## src/hdl/nmg_map.svh

```systemverilog
// Purpose: Constants for the management-mode interrupt gating block
// Assumes: Included by bare name
// Notes:   Definitions only
`ifndef NMG_MAP_SVH
`define NMG_MAP_SVH
`define NMG_RESTORE_WORDS  4'h8
`define NMG_WORD_W         32
`define NMG_IDX_W          4
`define NMG_ACK_HOLD       1'b0
`endif

```

## src/hdl/nmg_pkg.sv

```systemverilog
// Purpose: Types for the management-mode interrupt gating block
// Assumes: Constants come from nmg_map.svh
// Notes:   No imports anywhere; uses are scoped
`include "nmg_map.svh"
package nmg_pkg;
   typedef enum logic [2:0]
   {
      NMG_NORMAL  = 3'b000,
      NMG_HANDLER = 3'b001,
      NMG_RESTORE = 3'b010,
      NMG_ACK     = 3'b011,
      NMG_RESUME  = 3'b100
   } nmg_state_t;

   typedef struct packed
   {
      logic mgmt_int;
      logic resume_exec;
      logic iret_exec;
      logic nmi_req;
   } nmg_events_t;

   typedef struct packed
   {
      logic                    valid;
      logic [`NMG_IDX_W-1:0]   index;
      logic [`NMG_WORD_W-1:0]  data;
   } nmg_restore_t;
endpackage

```

## src/hdl/nmg_gate.sv

```systemverilog
// Purpose: Non-maskable interrupt gating around management mode
// Assumes: Core clk 125 MHz; event inputs are one-cycle pulses from core
// Notes:   Save image is written by the core through save_* ports
// Behaviour
// - Delivery of non-maskable requests is blocked from handler entry.
// - A request blocked during the handler is latched and served after exit.
// - The latch holds one request; extra ones are dropped.
// - A latched request is served before the interrupted code resumes.
// - An interrupt return inside the handler lifts the blocking.
// - Resume reloads registers from the saved state image.
// - After the reload an exit acknowledge goes out on the system bus.
`include "nmg_map.svh"
module nmg_gate
(
   input  wire logic                   clk,
   input  wire logic                   rstn,
   input  wire nmg_pkg::nmg_events_t   events,
   input  wire logic                   save_wr,
   input  wire logic [`NMG_IDX_W-1:0]  save_addr,
   input  wire logic [`NMG_WORD_W-1:0] save_data,
   output nmg_pkg::nmg_restore_t       restore,
   output logic                        exit_ack,
   output logic                        nmi_take,
   output logic                        in_mgmt,
   output logic                        nmi_blocked,
   output logic                        nmi_pending,
   output logic                        resume_done
);
   logic                  rst_s1_reg;
   logic                  rst_s2_reg;
   nmg_pkg::nmg_state_t   state_reg;
   nmg_pkg::nmg_state_t   state_next;
   logic                  block_reg;
   logic                  block_next;
   logic                  pend_reg;
   logic                  pend_next;
   logic [`NMG_IDX_W-1:0] idx_reg;
   logic [`NMG_IDX_W-1:0] idx_next;
   logic                  rvalid_reg;
   logic                  rvalid_next;
   logic [`NMG_IDX_W-1:0] ridx_reg;
   logic [`NMG_IDX_W-1:0] ridx_next;
   logic                  ack_reg;
   logic                  ack_next;
   logic                  take_reg;
   logic                  take_next;
   logic                  done_reg;
   logic                  done_next;
   logic [`NMG_WORD_W-1:0] rd_data;
   logic                  rst_n;

   // Reset release through two flops
   always_ff @(posedge clk or negedge rstn)
   begin
      if (!rstn)
      begin
         rst_s1_reg <= 1'b0;
         rst_s2_reg <= 1'b0;
      end
      else
      begin
         rst_s1_reg <= 1'b1;
         rst_s2_reg <= rst_s1_reg;
      end
   end
   assign rst_n = rst_s2_reg;

   // Request that meets no block is delivered at once
   function automatic logic req_free
   (
      input nmg_pkg::nmg_events_t ev,
      input logic                 blocked
   );
      return ev.nmi_req && !blocked;
   endfunction

   // Image is not reset; the core writes it before any resume
   nmg_save_mem u_mem
   (
      .clk     (clk),
      .wr_en   (save_wr),
      .wr_addr (save_addr),
      .wr_data (save_data),
      .rd_addr (idx_reg),
      .rd_data (rd_data)
   );

   always_comb
   begin
      state_next  = state_reg;
      block_next  = block_reg;
      pend_next   = pend_reg;
      idx_next    = idx_reg;
      rvalid_next = 1'b0;
      ridx_next   = idx_reg;
      ack_next    = 1'b0;
      take_next   = 1'b0;
      done_next   = 1'b0;
      unique case (state_reg)
         nmg_pkg::NMG_NORMAL:
         begin
            // Same-edge request is taken; the block starts after it
            if (events.nmi_req)
            begin
               take_next = 1'b1;
            end
            if (events.mgmt_int)
            begin
               state_next = nmg_pkg::NMG_HANDLER;
               block_next = 1'b1;
            end
         end
         nmg_pkg::NMG_HANDLER:
         begin
            if (events.iret_exec)
            begin
               block_next = 1'b0;
            end
            if (req_free(events, block_reg))
            begin
               take_next = 1'b1;
               pend_next = 1'b0;
            end
            else if (events.nmi_req)
            begin
               pend_next = 1'b1;
            end
            if (events.resume_exec)
            begin
               state_next = nmg_pkg::NMG_RESTORE;
               idx_next   = 4'h0;
            end
         end
         nmg_pkg::NMG_RESTORE:
         begin
            // Read data lags address by one cycle
            rvalid_next = 1'b1;
            idx_next    = idx_reg + 4'h1;
            // Once unblocked, the reload does not hold requests back
            if (req_free(events, block_reg))
            begin
               take_next = 1'b1;
               pend_next = 1'b0;
            end
            else if (events.nmi_req)
            begin
               pend_next = 1'b1;
            end
            if (idx_reg == `NMG_RESTORE_WORDS - 4'h1)
            begin
               state_next = nmg_pkg::NMG_ACK;
            end
         end
         nmg_pkg::NMG_ACK:
         begin
            ack_next   = 1'b1;
            block_next = 1'b0;
            state_next = nmg_pkg::NMG_RESUME;
            // Blocked requests wait for the resume step
            if (req_free(events, block_reg))
            begin
               take_next = 1'b1;
               pend_next = 1'b0;
            end
            else if (events.nmi_req)
            begin
               pend_next = 1'b1;
            end
         end
         nmg_pkg::NMG_RESUME:
         begin
            // Pending request served before code resumes
            if (pend_reg || events.nmi_req)
            begin
               take_next = 1'b1;
               pend_next = 1'b0;
            end
            done_next  = 1'b1;
            state_next = nmg_pkg::NMG_NORMAL;
         end
         default:
         begin
            state_next = nmg_pkg::NMG_NORMAL;
         end
      endcase
   end

   always_ff @(posedge clk or negedge rst_n)
   begin
      if (!rst_n)
      begin
         state_reg  <= nmg_pkg::NMG_NORMAL;
         block_reg  <= 1'b0;
         pend_reg   <= 1'b0;
         idx_reg    <= 4'h0;
         rvalid_reg <= 1'b0;
         ridx_reg   <= 4'h0;
         ack_reg    <= 1'b0;
         take_reg   <= 1'b0;
         done_reg   <= 1'b0;
      end
      else
      begin
         state_reg  <= state_next;
         block_reg  <= block_next;
         pend_reg   <= pend_next;
         idx_reg    <= idx_next;
         rvalid_reg <= rvalid_next;
         ridx_reg   <= ridx_next;
         ack_reg    <= ack_next;
         take_reg   <= take_next;
         done_reg   <= done_next;
      end
   end

   // One driver for the whole struct
   assign restore       = {rvalid_reg, ridx_reg, rd_data};
   assign exit_ack      = ack_reg;
   assign nmi_take      = take_reg;
   assign nmi_blocked   = block_reg;
   assign nmi_pending   = pend_reg;
   assign resume_done   = done_reg;
   assign in_mgmt       = (state_reg != nmg_pkg::NMG_NORMAL);
endmodule

```

## src/hdl/nmg_save_mem.sv

```systemverilog
// Purpose: Management save memory holding the saved state image
// Assumes: Single clock, synchronous write, registered read
// Notes:   Contents are not reset; image is written on entry
`include "nmg_map.svh"
module nmg_save_mem
(
   input  wire logic                   clk,
   input  wire logic                   wr_en,
   input  wire logic [`NMG_IDX_W-1:0]  wr_addr,
   input  wire logic [`NMG_WORD_W-1:0] wr_data,
   input  wire logic [`NMG_IDX_W-1:0]  rd_addr,
   output logic      [`NMG_WORD_W-1:0] rd_data
);
   logic [`NMG_WORD_W-1:0] mem [0:(1<<`NMG_IDX_W)-1];
   logic [`NMG_WORD_W-1:0] rd_data_next;

   always_comb
   begin
      rd_data_next = mem[rd_addr];
   end

   always_ff @(posedge clk)
   begin
      if (wr_en)
      begin
         mem[wr_addr] <= wr_data;
      end
      rd_data <= rd_data_next;
   end
endmodule
```

## config.mk

```make
export PLATFORM = sky130hd
export DESIGN_NAME = nmg_gate
export DESIGN_NICKNAME = d
export VERILOG_FILES = /design/src/hdl/nmg_pkg.sv /design/src/hdl/nmg_gate.sv /design/src/hdl/nmg_save_mem.sv
export VERILOG_INCLUDE_DIRS = /design/src /design/src/hdl
export SDC_FILE = /design/constraint.sdc
export NUM_CORES = 1
export LEC_CHECK = 0
export BUFFER_PORTS_ARGS = -buffer_cell sky130_fd_sc_hd__buf_2
export CAP_MARGIN = 30
export CORE_MARGIN = 2
export CORE_UTILIZATION = 50
export DETAILED_ROUTE_END_ITERATION = 16
export PLACE_DENSITY = 0.67
export SKIP_LAST_GASP = 1
export SLEW_MARGIN = 20
export SYNTH_ARGS = -nofsm -noshare
export SYNTH_HDL_FRONTEND = slang
export SYNTH_SLANG_ARGS = --single-unit
```

## constraint.sdc

```tcl
create_clock -name clk -period 2.2 [get_ports clk]
set_input_delay 0.11 -clock clk [delete_from_list [all_inputs] [get_ports clk]]
set_output_delay 0.11 -clock clk [all_outputs]
set_load 0.02 [all_outputs]
```

==> results of run 1 <==
Yosys cell counts (all sizes together):
library cell,n
o21ba,1
nand2b,4
mux4,128
or3,1
a21oi,3
nand2,35
and3b,3
conb,1
dfxtp,32
xnor2,1
nor2,17
nor3b,1
nand4b,1
buf,19
dfrtp,19
clkbuf,29
edfxtp,512
a22o,3
and2,2
o22ai,1
nand3,2
nor2b,2
ha,1
mux2i,1
a22oi,64
inv,2
a21o,2
nand3b,4
o21ai,4
nor3,4
a221oi,1
or3b,1
logic make-up (layout without fill, tap and decap cells):
logic type	after synthesis	in the layout	share of synthesized area [%]
multiplexers	129	129	14.03
adder cells (fa/ha/maj)	1	1	0.06066
flip-flops	563	563	79.97
XOR/XNOR	1	1	0.04248
AND/OR/NAND/NOR	77	77	1.760
AO/OA/AOI/OAI	79	79	2.821
buffers and inverters	50	283	1.304
other	1	2	0.01818
worst max-delay path, delay by kind of cell, from the launching register on:
| kind | cells | cell delay [ns] |
|---|---|---|
| buf+inv | 2 | 0.44 |
| simple gates | 1 | 0.11 |
| flops | 1 | 0.45 |
| mux | 1 | 0.53 |
| compound gates | 1 | 0.31 |
routing by layer:
layer	global-route usage [%]	vias up	part of all wire, %
met5	0	-	0.069
met4	5.788	4	2.1
met3	3.078	64	5.7
met2	33.16	299	51
met1	27.39	5180	41
li1	-	4168	-
per-stage QoR:
stage / worst slack (ns) / area, um2 / power [W]
global route: 0.1237 / 24420 / 0.02970
CTS: 0.1966 / 24420 / 0.02885
global placement: 0.2117 / 22250 / 0.01969
detailed placement: 0.2103 / 22270 / 0.01977
floorplan: -0.2381 / 20650 / 0.01760
finish: 0.2257 / 24420 / 0.02851
layout make-up:
type | count | area (um2)
inverters | 2 | 7.507
multi-input cells | 288 | 4021
diodes | 1 | 2.502
clock buffers | 73 | 1515
fillers | 2853 | 16320
flip-flops and latches | 563 | 16500
repair buffers | 178 | 1471
clock inverters | 30 | 241.5
well taps | 532 | 665.6
layout by cell type (no fill, tap or decap), types with 3 or more instances in the layout:
cell type,instances
bufinv_16,3
nand2b_1,4
edfxtp_1,512
clkbuf_16,56
a21oi_1,3
nand2_1,35
mux4_2,128
clkinv_1,5
dlygate4sd3_1,39
dfxtp_1,32
a22oi_1,64
dfrtp_1,17
o21ai_0,3
a22o_1,3
clkinv_2,17
nor2_1,4
buf_4,34
buf_12,20
clkbuf_8,5
clkinvlp_4,3
clkbuf_1,12
nand3b_1,4
nor3_4,4
buf_2,85
nor2_4,13
and3b_1,3
power groups by stage:
stage | registers [W] | logic, W | clock network (W)
5_1_grt | 0.0128 | 0.00728 | 0.00961
3_3_place_gp | 0.0130 | 0.00671 | 0
3_5_place_dp | 0.0130 | 0.00678 | 0
4_1_cts | 0.0128 | 0.00687 | 0.00921
2_1_floorplan | 0.0132 | 0.00436 | 0
6_report | 0.0128 | 0.00672 | 0.00903
worst max-delay path by stage:
stage | start | depth (start not counted) | end | slack [ns]
after floorplan | save_addr[2] | 2 | u_mem.mem[1][0] | -0.24
after global placement | idx_reg[0] | 5 | u_mem.rd_data[9] | 0.21
after detailed placement | idx_reg[0] | 5 | u_mem.rd_data[9] | 0.21
after CTS | idx_reg[0] | 5 | u_mem.rd_data[9] | 0.20
after global routing | idx_reg[0] | 5 | u_mem.rd_data[9] | 0.12
final | idx_reg[0] | 5 | u_mem.rd_data[9] | 0.23
==> impl_metrics.py, run 1 <==
metrics = {
    "yosys": {
        "syn_nets": 945,
        "ys_seq_elements": 563,
        "synthTopCellsByArea": "edfxtp_1 75%, mux4_2 14%, dfxtp_1 3.1%",
        "synth_cells": 901,
        "netlist_area_um2": 20620,
        "yosysSeqAreaShare_pct": 79.97,
        "synth_top_cell_area_share_pct": 74.55,
        "ys_types": 35,
        "synth_top_area_cell": "edfxtp_1",
        "avgSynthCellArea_um2": 22.89,
        "ys_warn_count": 0,
    },
    "cts": {
        "cts_max_path_buffers": 3,
        "clock_latency_ns": 0.59,
        "cts.clk_slew.worst_paths_ns": 0.06,
        "hold_buffers": 39,
        "cts_buffers": 55,
        "cts_tree": "done",
        "post-cts-setup-buffer-count": 0,
        "clkSinkCount": 563,
        "cts.repair.resized": 0,
        "cts-htree-levels": 2,
        "cts-root-buf": "clkbuf_16",
    },
    "timing": {
        "fin_crit_ns": 1.974,
        "fmax_mhz": 506.5,
        "slew_violations": 0,
        "finClkSkew_ns": 0.01538,
        "finalCritPeriodShare_pct": 89.74,
        "timing.slew.headroom_pct": 45.79,
        "setup_viol_count_final": 0,
        "fin_tns_setup_ns": 0,
        "max_slew.worst_pin.slew_ns": 0.8112,
        "hold_ws_ns": 0.2004,
        "rsz0062_at_grt": "no",
        "finalHoldViolations": 0,
    },
    "final_layout": {
        "reg_top3": "u_mem.mem (512), u_mem.rd_data (32)",
        "syn_to_final_growth_pct": 18.43,
        "largest_reg_flops": 512,
        "largest_register": "u_mem.mem",
        "fin_nets": 1132,
        "stdcell_count": 1667,
        "drive_gt1_share_pct": 33.25,
        "final_core_util_pct": 59.95,
    },
    "detailed_routing": {
        "drc": 0,
        "drtIter0Drc": 781,
        "wl_mm": 42.19,
        "num_vias": 9715,
        "antenna_left": 0,
        "wl_per_cell_um": 25.31,
        "first_pass_iters": 7,
        "viasPerCell": 5.828,
    },
    "min_path": {
        "hold_class": "in -> reg",
        "whs_path_depth": 3,
        "min_to": "u_mem.mem[4][10]",
        "hold_start": "save_addr[1]",
    },
    "placement": {
        "portBuffers": 85,
        "gp_congestion": 0.7404,
        "dpl.cell_count": 1524,
        "post-dp-hpwl_mm": 23.37,
    },
    "die": {
        "fp-row-count": 74,
        "die_height_um": 207.1,
        "io_pins": 86,
        "die_x_um": 207.1,
        "start_util_pct": 50.62,
        "fp.coreArea_um2": 40740,
        "dieArea_um2": 42880,
    },
    "worst_setup_path": {
        "arrival_ns": 2.45,
        "r2r_setup_slack_ns": 0.23,
        "worstReg2RegStart": "idx_reg[0]",
        "r2r_end": "u_mem.rd_data[9]",
        "r2r_cells": 5,
        "worstPathMaxFanout": 19,
        "path_class": "reg -> reg",
        "max_stage_delay_ns": 0.53,
        "startpoint_type": "register",
        "end_kind": "register",
        "crit_chain": "buf_12 > buf_4 > mux4_2 > a22oi_1 > nand2_1",
        "cp_data_required_time_ns": 2.67,
        "slowest_stage": "mux4_2",
    },
    "grt": {
        "first_global_vias": 10080,
        "grt_overflow_total": 0,
        "grt_pass1_wl_mm": 63.18,
        "grt_max_degree": 36,
        "antenna_found_initial": 3,
        "track_usage_pct": 19.83,
    },
    "power_and_ir_drop": {
        "power.net_switching_w": 0.007635,
        "power_density_nw_per_um2": 1167,
        "power.internal_w": 0.02088,
        "leakage_nw": 8.043,
        "switching_share_pct": 26.78,
        "p_seq_share_pct": 44.7,
        "vdd_ir_drop_max_uv": 705.4,
        "clkPwrFrac_pct": 31.7,
        "combPwrFrac_pct": 23.6,
    },
    "status": {
        "outcome": "completed",
    },
    "run": {
        "maxCapViolations": 0,
    },
}
(Power assumes the default switching activity.)
==> run 2: changes to the inputs <==
--- a/config.mk
+++ b/config.mk
@@ -6,12 +6,12 @@
 export SDC_FILE = /design/constraint.sdc
 export NUM_CORES = 1
 export LEC_CHECK = 0
-export BUFFER_PORTS_ARGS = -buffer_cell sky130_fd_sc_hd__buf_2
 export CAP_MARGIN = 30
 export CORE_MARGIN = 2
 export CORE_UTILIZATION = 50
 export DETAILED_ROUTE_END_ITERATION = 16
-export PLACE_DENSITY = 0.67
+export DONT_BUFFER_PORTS = 1
+export PLACE_DENSITY = 0.68
 export SKIP_LAST_GASP = 1
 export SLEW_MARGIN = 20
 export SYNTH_ARGS = -nofsm -noshare
==> constraint.sdc (replaced) <==
create_clock -name clk -period 1.8 [get_ports clk]
set_input_delay 0.09 -clock clk [delete_from_list [all_inputs] [get_ports clk]]
set_output_delay 0.09 -clock clk [all_outputs]
set_load 0.02 [all_outputs]
==> run 2 against run 1 <==
Net effect:
- the flow now finishes with violations (setup timing)
- total power is 28% higher
- final area rose by 1.4%
- non-clock buffer count decreased by 59
- sequential power is 27% higher
- final cell count down 3.4%
- global-route usage increased by 0.65 points
- critical path type unchanged
- combinational power increased by 30%
- flip-flop and latch count stayed put
==> impl_metrics.py, run 2 (synthesized netlist as in run 1, its figures left out) <==
metrics = {
    "timing": {
        "slew_violations": 0,
        "rsz0062_at_grt": "yes",
        "fmax_mhz": 552.9,
        "fin_crit_ns": 1.809,
        "max_slew.worst_pin.slew_ns": 0.6803,
        "finClkSkew_ns": 0.01771,
        "fin_tns_setup_ns": -0.01480,
        "finalHoldViolations": 0,
        "worst_slack_ns": -0.008802,
        "finalCritPeriodShare_pct": 100.5,
        "setup_viol_count_final": 3,
        "timing.slew.headroom_pct": 54.65,
    },
    "cts": {
        "clock_latency_ns": 0.62,
        "cts-htree-levels": 2,
        "cts_max_path_buffers": 3,
        "cts.clk_slew.worst_paths_ns": 0.06,
        "cts-root-buf": "clkbuf_16",
        "cts_tree": "done",
        "clkSinkCount": 563,
        "cts_buffers": 56,
    },
    "detailed_routing": {
        "wl_met2_mm": 22.23,
        "antenna_left": 0,
        "num_vias": 9598,
        "viasPerCell": 5.958,
        "route.layer.met1.wl_mm": 17.96,
        "top_layer": "met5",
        "wl_mm": 44.05,
        "met3_length_mm": 2.692,
        "drtIter0Drc": 960,
        "drc": 0,
        "wl_per_cell_um": 27.34,
        "first_pass_iters": 5,
    },
    "worst_setup_path": {
        "startpoint_type": "register",
        "end_kind": "register",
        "r2r_setup_slack_ns": -0.009,
        "worstReg2RegStart": "idx_reg[0]",
        "arrival_ns": 2.30,
        "cp_data_required_time_ns": 2.29,
        "r2r_cells": 6,
        "worstPathMaxFanout": 6,
        "r2r_end": "u_mem.rd_data[6]",
        "path_class": "reg -> reg",
    },
    "final_layout": {
        "syn_to_final_growth_pct": 20.04,
        "fin_nets": 1074,
        "final_common_cell": "edfxtp_1",
        "design_area_um2": 24760,
        "reg_top3": "u_mem.mem (512), u_mem.rd_data (32)",
        "drive_gt1_share_pct": 31.91,
        "layout_common_cells": "512 x edfxtp_1, 128 x mux4_2, 62 x clkbuf_16",
        "stdcell_count": 1611,
        "largest_register": "u_mem.mem",
        "largest_reg_flops": 512,
    },
    "min_path": {
        "hold_class": "in -> reg",
        "hold_start": "save_addr[3]",
        "min_to": "u_mem.mem[3][5]",
        "whs_path_depth": 3,
    },
    "die": {
        "start_util_pct": 50.62,
        "die_height_um": 207.1,
        "fp-row-count": 74,
        "die_x_um": 207.1,
        "fp.coreArea_um2": 40740,
        "dieArea_um2": 42880,
        "io_pins": 86,
    },
    "run": {
        "maxCapViolations": 0,
    },
    "placement": {
        "gp_congestion": 0.7207,
        "post-dp-hpwl_mm": 21.98,
        "placed_cell_area_um2": 22010,
        "dpl.cell_count": 1440,
        "portBuffers": 0,
    },
    "status": {
        "outcome": "finished, violations left",
        "violations": "setup timing",
    },
    "grt": {
        "antenna_found_initial": 2,
        "grt_overflow_total": 0,
        "grt_pass1_wl_mm": 64.71,
        "first_global_vias": 9902,
        "grt_max_degree": 50,
        "track_usage_pct": 20.49,
    },
    "power_and_ir_drop": {
        "power_density_nw_per_um2": 1479,
        "vdd_ir_drop_max_uv": 922.3,
        "leakage_nw": 7.978,
    },
}
[run 2: critical path: stages, from the launching register on]
cell and delay [ns]:
dfrtp_4 0.51, buf_8 0.16, buf_12 0.15, buf_4 0.14, mux4_2 0.43, a22oi_2 0.20, nand2_1 0.09
[run 2: routing by layer]
metal / vias up / global-route usage [%]
met3: 88 / 4.563
li1: 4069 / -
met4: 2 / 6.182
met1: 5140 / 27.33
met5: - / 0
met2: 299 / 34.13
[run 2: power by group]
| group | internal [W] | leakage (nW) | switching (W) | total (W) |
|---|---|---|---|---|
| Combinational | 0.00470 | 1.93 | 0.00406 | 0.00876 |
| Clock | 0.00675 | 0.910 | 0.00495 | 0.0117 |
| Sequential | 0.0151 | 5.14 | 0.00106 | 0.0162 |
| Total | 0.0266 | 7.98 | 0.0101 | 0.0366 |
[run 2: how the worst max path moves through the flow]
stage | slack [ns] | cells after the start | startpoint | end
2_1_floorplan | -0.32 | 2 | save_addr[2] | u_mem.mem[10][0]
3_3_place_gp | -0.08 | 5 | idx_reg[0] | u_mem.rd_data[8]
3_5_place_dp | -0.08 | 5 | idx_reg[0] | u_mem.rd_data[8]
4_1_cts | -0.05 | 5 | idx_reg[0] | u_mem.rd_data[10]
5_1_grt | -0.05 | 5 | idx_reg[0] | u_mem.rd_data[2]
6_report | -0.009 | 6 | idx_reg[0] | u_mem.rd_data[6]
[run 2: timing repair]
action,CTS,global route
pin swaps,0,12
gates resized for setup,4,31
endpoints found under the hold margin,651,0
hold buffers,42,0
setup buffers,1,15
cloned,2,5
setup endpoints to repair,12,30
[run 2: final cells by class]
cell class | count | area [um2]
Sequential cell | 563 | 16500
Fill cell | 2777 | 15980
Multi-Input combinational cell | 288 | 4136
Timing Repair Buffer | 119 | 1560
Clock buffer | 69 | 1511
Tap cell | 532 | 665.6
Clock inverter | 37 | 372.9
Inverter | 2 | 7.507
Antenna cell | 1 | 2.502
[run 2: through the flow]
| stage | utilization [%] | setup WS [ns] | power [W] | hold WS (ns) |
|---|---|---|---|---|
| after floorplan | - | -0.3171 | 0.02151 | -0.2056 |
| after global placement | 53.97 | -0.08181 | 0.02377 | -0.2056 |
| after detailed placement | 54.02 | -0.08455 | 0.02389 | -0.2055 |
| after CTS | 59.89 | -0.04844 | 0.03611 | 0.03071 |
| after global routing | 60.76 | -0.05304 | 0.03800 | 0.04288 |
| final | 60.76 | -0.008802 | 0.03662 | 0.05865 |
==> run 3: changes to the inputs <==
--- a/config.mk
+++ b/config.mk
@@ -12,6 +12,7 @@
 export DETAILED_ROUTE_END_ITERATION = 16
 export DONT_BUFFER_PORTS = 1
 export PLACE_DENSITY = 0.68
+export REMOVE_ABC_BUFFERS = 1
 export SKIP_LAST_GASP = 1
 export SLEW_MARGIN = 20
 export SYNTH_ARGS = -nofsm -noshare
==> run 3 against run 2 <==
Net effect:
- the flow still finishes with violations (setup timing)
- global-route usage decreased by 0.20 points
- core utilization shrank 0.41 points
- worst hold slack lost 0.011 ns
- sequential power hardly changed
- final cell count decreased by 0.19%
- clock skew down 0.0046 ns
- final area down 0.68%
- critical path depth is 1 lower
- maximum frequency fell by 1.0%
- highest routed layer is now met4
==> impl_metrics.py, run 3 (synthesized netlist as in run 1, its figures left out) <==
metrics = {
    "cts": {
        "cts.clk_slew.worst_paths_ns": 0.06,
        "cts_tree": "done",
        "clkSinkCount": 563,
        "cts-root-buf": "clkbuf_16",
        "cts_buffers": 57,
        "clock_latency_ns": 0.59,
        "cts_max_path_buffers": 3,
        "cts-htree-levels": 2,
    },
    "worst_setup_path": {
        "critPathTopFamily": "multiplexers",
        "end_kind": "register",
        "r2r_cells": 5,
        "cp_data_required_time_ns": 2.27,
        "startpoint_type": "register",
        "arrival_ns": 2.30,
        "max_stage_delay_ns": 0.52,
        "worstPathMaxFanout": 13,
        "r2r_setup_slack_ns": -0.03,
        "worstReg2RegStart": "idx_reg[0]",
        "cp_num_cells": 5,
        "slowest_stage": "mux4_2",
        "r2r_end": "u_mem.rd_data[30]",
        "path_buf_inv": 2,
        "path_class": "reg -> reg",
        "crit_chain": "buf_12 > bufbuf_16 > mux4_2 > a22oi_2 > nand2_1",
    },
    "final_layout": {
        "final_common_cell": "edfxtp_1",
        "syn_to_final_growth_pct": 19.23,
        "reg_top3": "u_mem.mem (512), u_mem.rd_data (32)",
        "largest_reg_flops": 512,
        "layout_common_cells": "512 x edfxtp_1, 128 x mux4_2, 57 x clkbuf_16",
        "n_fill_cell": 2852,
        "drive_gt1_share_pct": 30.26,
        "fin_nets": 1070,
        "largest_register": "u_mem.mem",
        "seq_area_um2": 16500,
        "design_area_um2": 24590,
        "multi_input_area_um2": 4078,
    },
    "min_path": {
        "hold_class": "in -> reg",
        "hold_start": "save_addr[2]",
        "whs_path_depth": 2,
        "min_to": "u_mem.mem[13][5]",
    },
    "detailed_routing": {
        "wl_mm": 43.23,
        "antenna_left": 0,
        "num_vias": 9586,
        "drc": 0,
        "first_pass_iters": 5,
        "drtIter0Drc": 1051,
        "wl_per_cell_um": 26.88,
        "viasPerCell": 5.961,
    },
    "timing": {
        "fin_crit_ns": 1.828,
        "timing.slew.headroom_pct": 33.06,
        "worst_slack_ns": -0.02790,
        "slew_violations": 0,
        "rsz0062_at_grt": "yes",
        "fmax_mhz": 547.1,
        "hold_ws_ns": 0.04789,
        "finClkSkew_ns": 0.01313,
        "finalHoldViolations": 0,
        "max_slew.worst_pin.slew_ns": 1.002,
        "setup_viol_count_final": 3,
        "finalCritPeriodShare_pct": 101.6,
    },
    "power_and_ir_drop": {
        "clkPwrFrac_pct": 32.0,
        "switching_share_pct": 26.71,
        "combPwrFrac_pct": 23.4,
        "leakage_nw": 7.924,
        "p_seq_share_pct": 44.6,
        "power_w": 0.03629,
        "power_density_nw_per_um2": 1476,
        "power.net_switching_w": 0.009694,
        "vdd_ir_drop_max_uv": 914.1,
        "power.internal_w": 0.02659,
    },
    "status": {
        "outcome": "finished, violations left",
        "violations": "setup timing",
    },
    "grt": {
        "first_global_vias": 9934,
        "antenna_found_initial": 2,
        "grt_pass1_wl_mm": 64.33,
        "grt_overflow_total": 0,
        "grt_max_degree": 43,
        "track_usage_pct": 20.28,
    },
    "die": {
        "fp.coreArea_um2": 40740,
        "start_util_pct": 50.62,
        "die_x_um": 207.1,
        "fp-row-count": 74,
        "io_pins": 86,
        "dieArea_um2": 42880,
        "die_height_um": 207.1,
    },
    "placement": {
        "placed_cell_area_um2": 22050,
        "place_ws_ns": -0.03588,
        "gp_congestion": 0.7106,
        "portBuffers": 0,
        "post-dp-hpwl_mm": 21.95,
    },
    "run": {
        "maxCapViolations": 0,
    },
}
## run 3: per-layer routing
metal  routed length (um)  track usage, %  vias to the layer above  share of wire [%]
li1                     -               -                     4056                  -
met1                18030           27.99                     5141                 42
met2                21530           33.45                      338                 50
met3                 2854           3.972                       51                6.6
met4                  816           5.616                        0                1.9
met5                    0               0                        -                  0
## run 3: how the worst max path moves through the flow
stage / startpoint / to / slack [ns]
floorplan: idx_reg[0] / u_mem.rd_data[0] / -4.23
global placement: idx_reg[0] / u_mem.rd_data[19] / -0.03
detailed placement: idx_reg[0] / u_mem.rd_data[19] / -0.04
CTS: idx_reg[0] / u_mem.rd_data[4] / 0.003
global route: idx_reg[0] / u_mem.rd_data[31] / -0.08
finish: idx_reg[0] / u_mem.rd_data[30] / -0.03
## run 3: layout make-up
type	count	area share [%]
tap	532	2.707
timing repair buffer	114	6.000
antenna	2	0.02036
multi-input combinational	288	16.58
clock buffer	81	6.493
inverter	2	0.03053
sequential	563	67.10
clock inverter	26	1.064
## run 3: worst register-to-register path, cell delays in order (launching register included)
cell and delay, ns:
dfrtp_4 0.43, buf_12 0.15, bufbuf_16 0.32, mux4_2 0.53
a22oi_2 0.19, nand2_1 0.09
## run 3: power groups by stage
stage / registers (W) / logic, W / clock network [W]
final: 0.0162 / 0.00849 / 0.0116
after global routing: 0.0163 / 0.00913 / 0.0123
after CTS: 0.0162 / 0.00817 / 0.0118
after detailed placement: 0.0165 / 0.00757 / 0
after global placement: 0.0165 / 0.00748 / 0
after floorplan: 0.0167 / 0.00307 / 0
## run 3: stage by stage
| stage | TNS, ns | utilization, % | instances |
|---|---|---|---|
| floorplan | -451.99 | - | 853 |
| global placement | -0.04160 | 54.12 | 1444 |
| detailed placement | -0.1230 | 54.12 | 1444 |
| CTS | 0 | 59.94 | 1599 |
| global route | -1.233 | 60.35 | 1607 |
| finish | -0.07229 | 60.35 | 1608 |
## run 3: what timing repair did
action,4_1_cts,5_1_grt
gates cloned,1,0
pin swaps,0,1
setup buffers,5,7
resized for setup,2,19
setup endpoints to repair,16,29
hold endpoints to repair,651,0
hold buffers,42,0
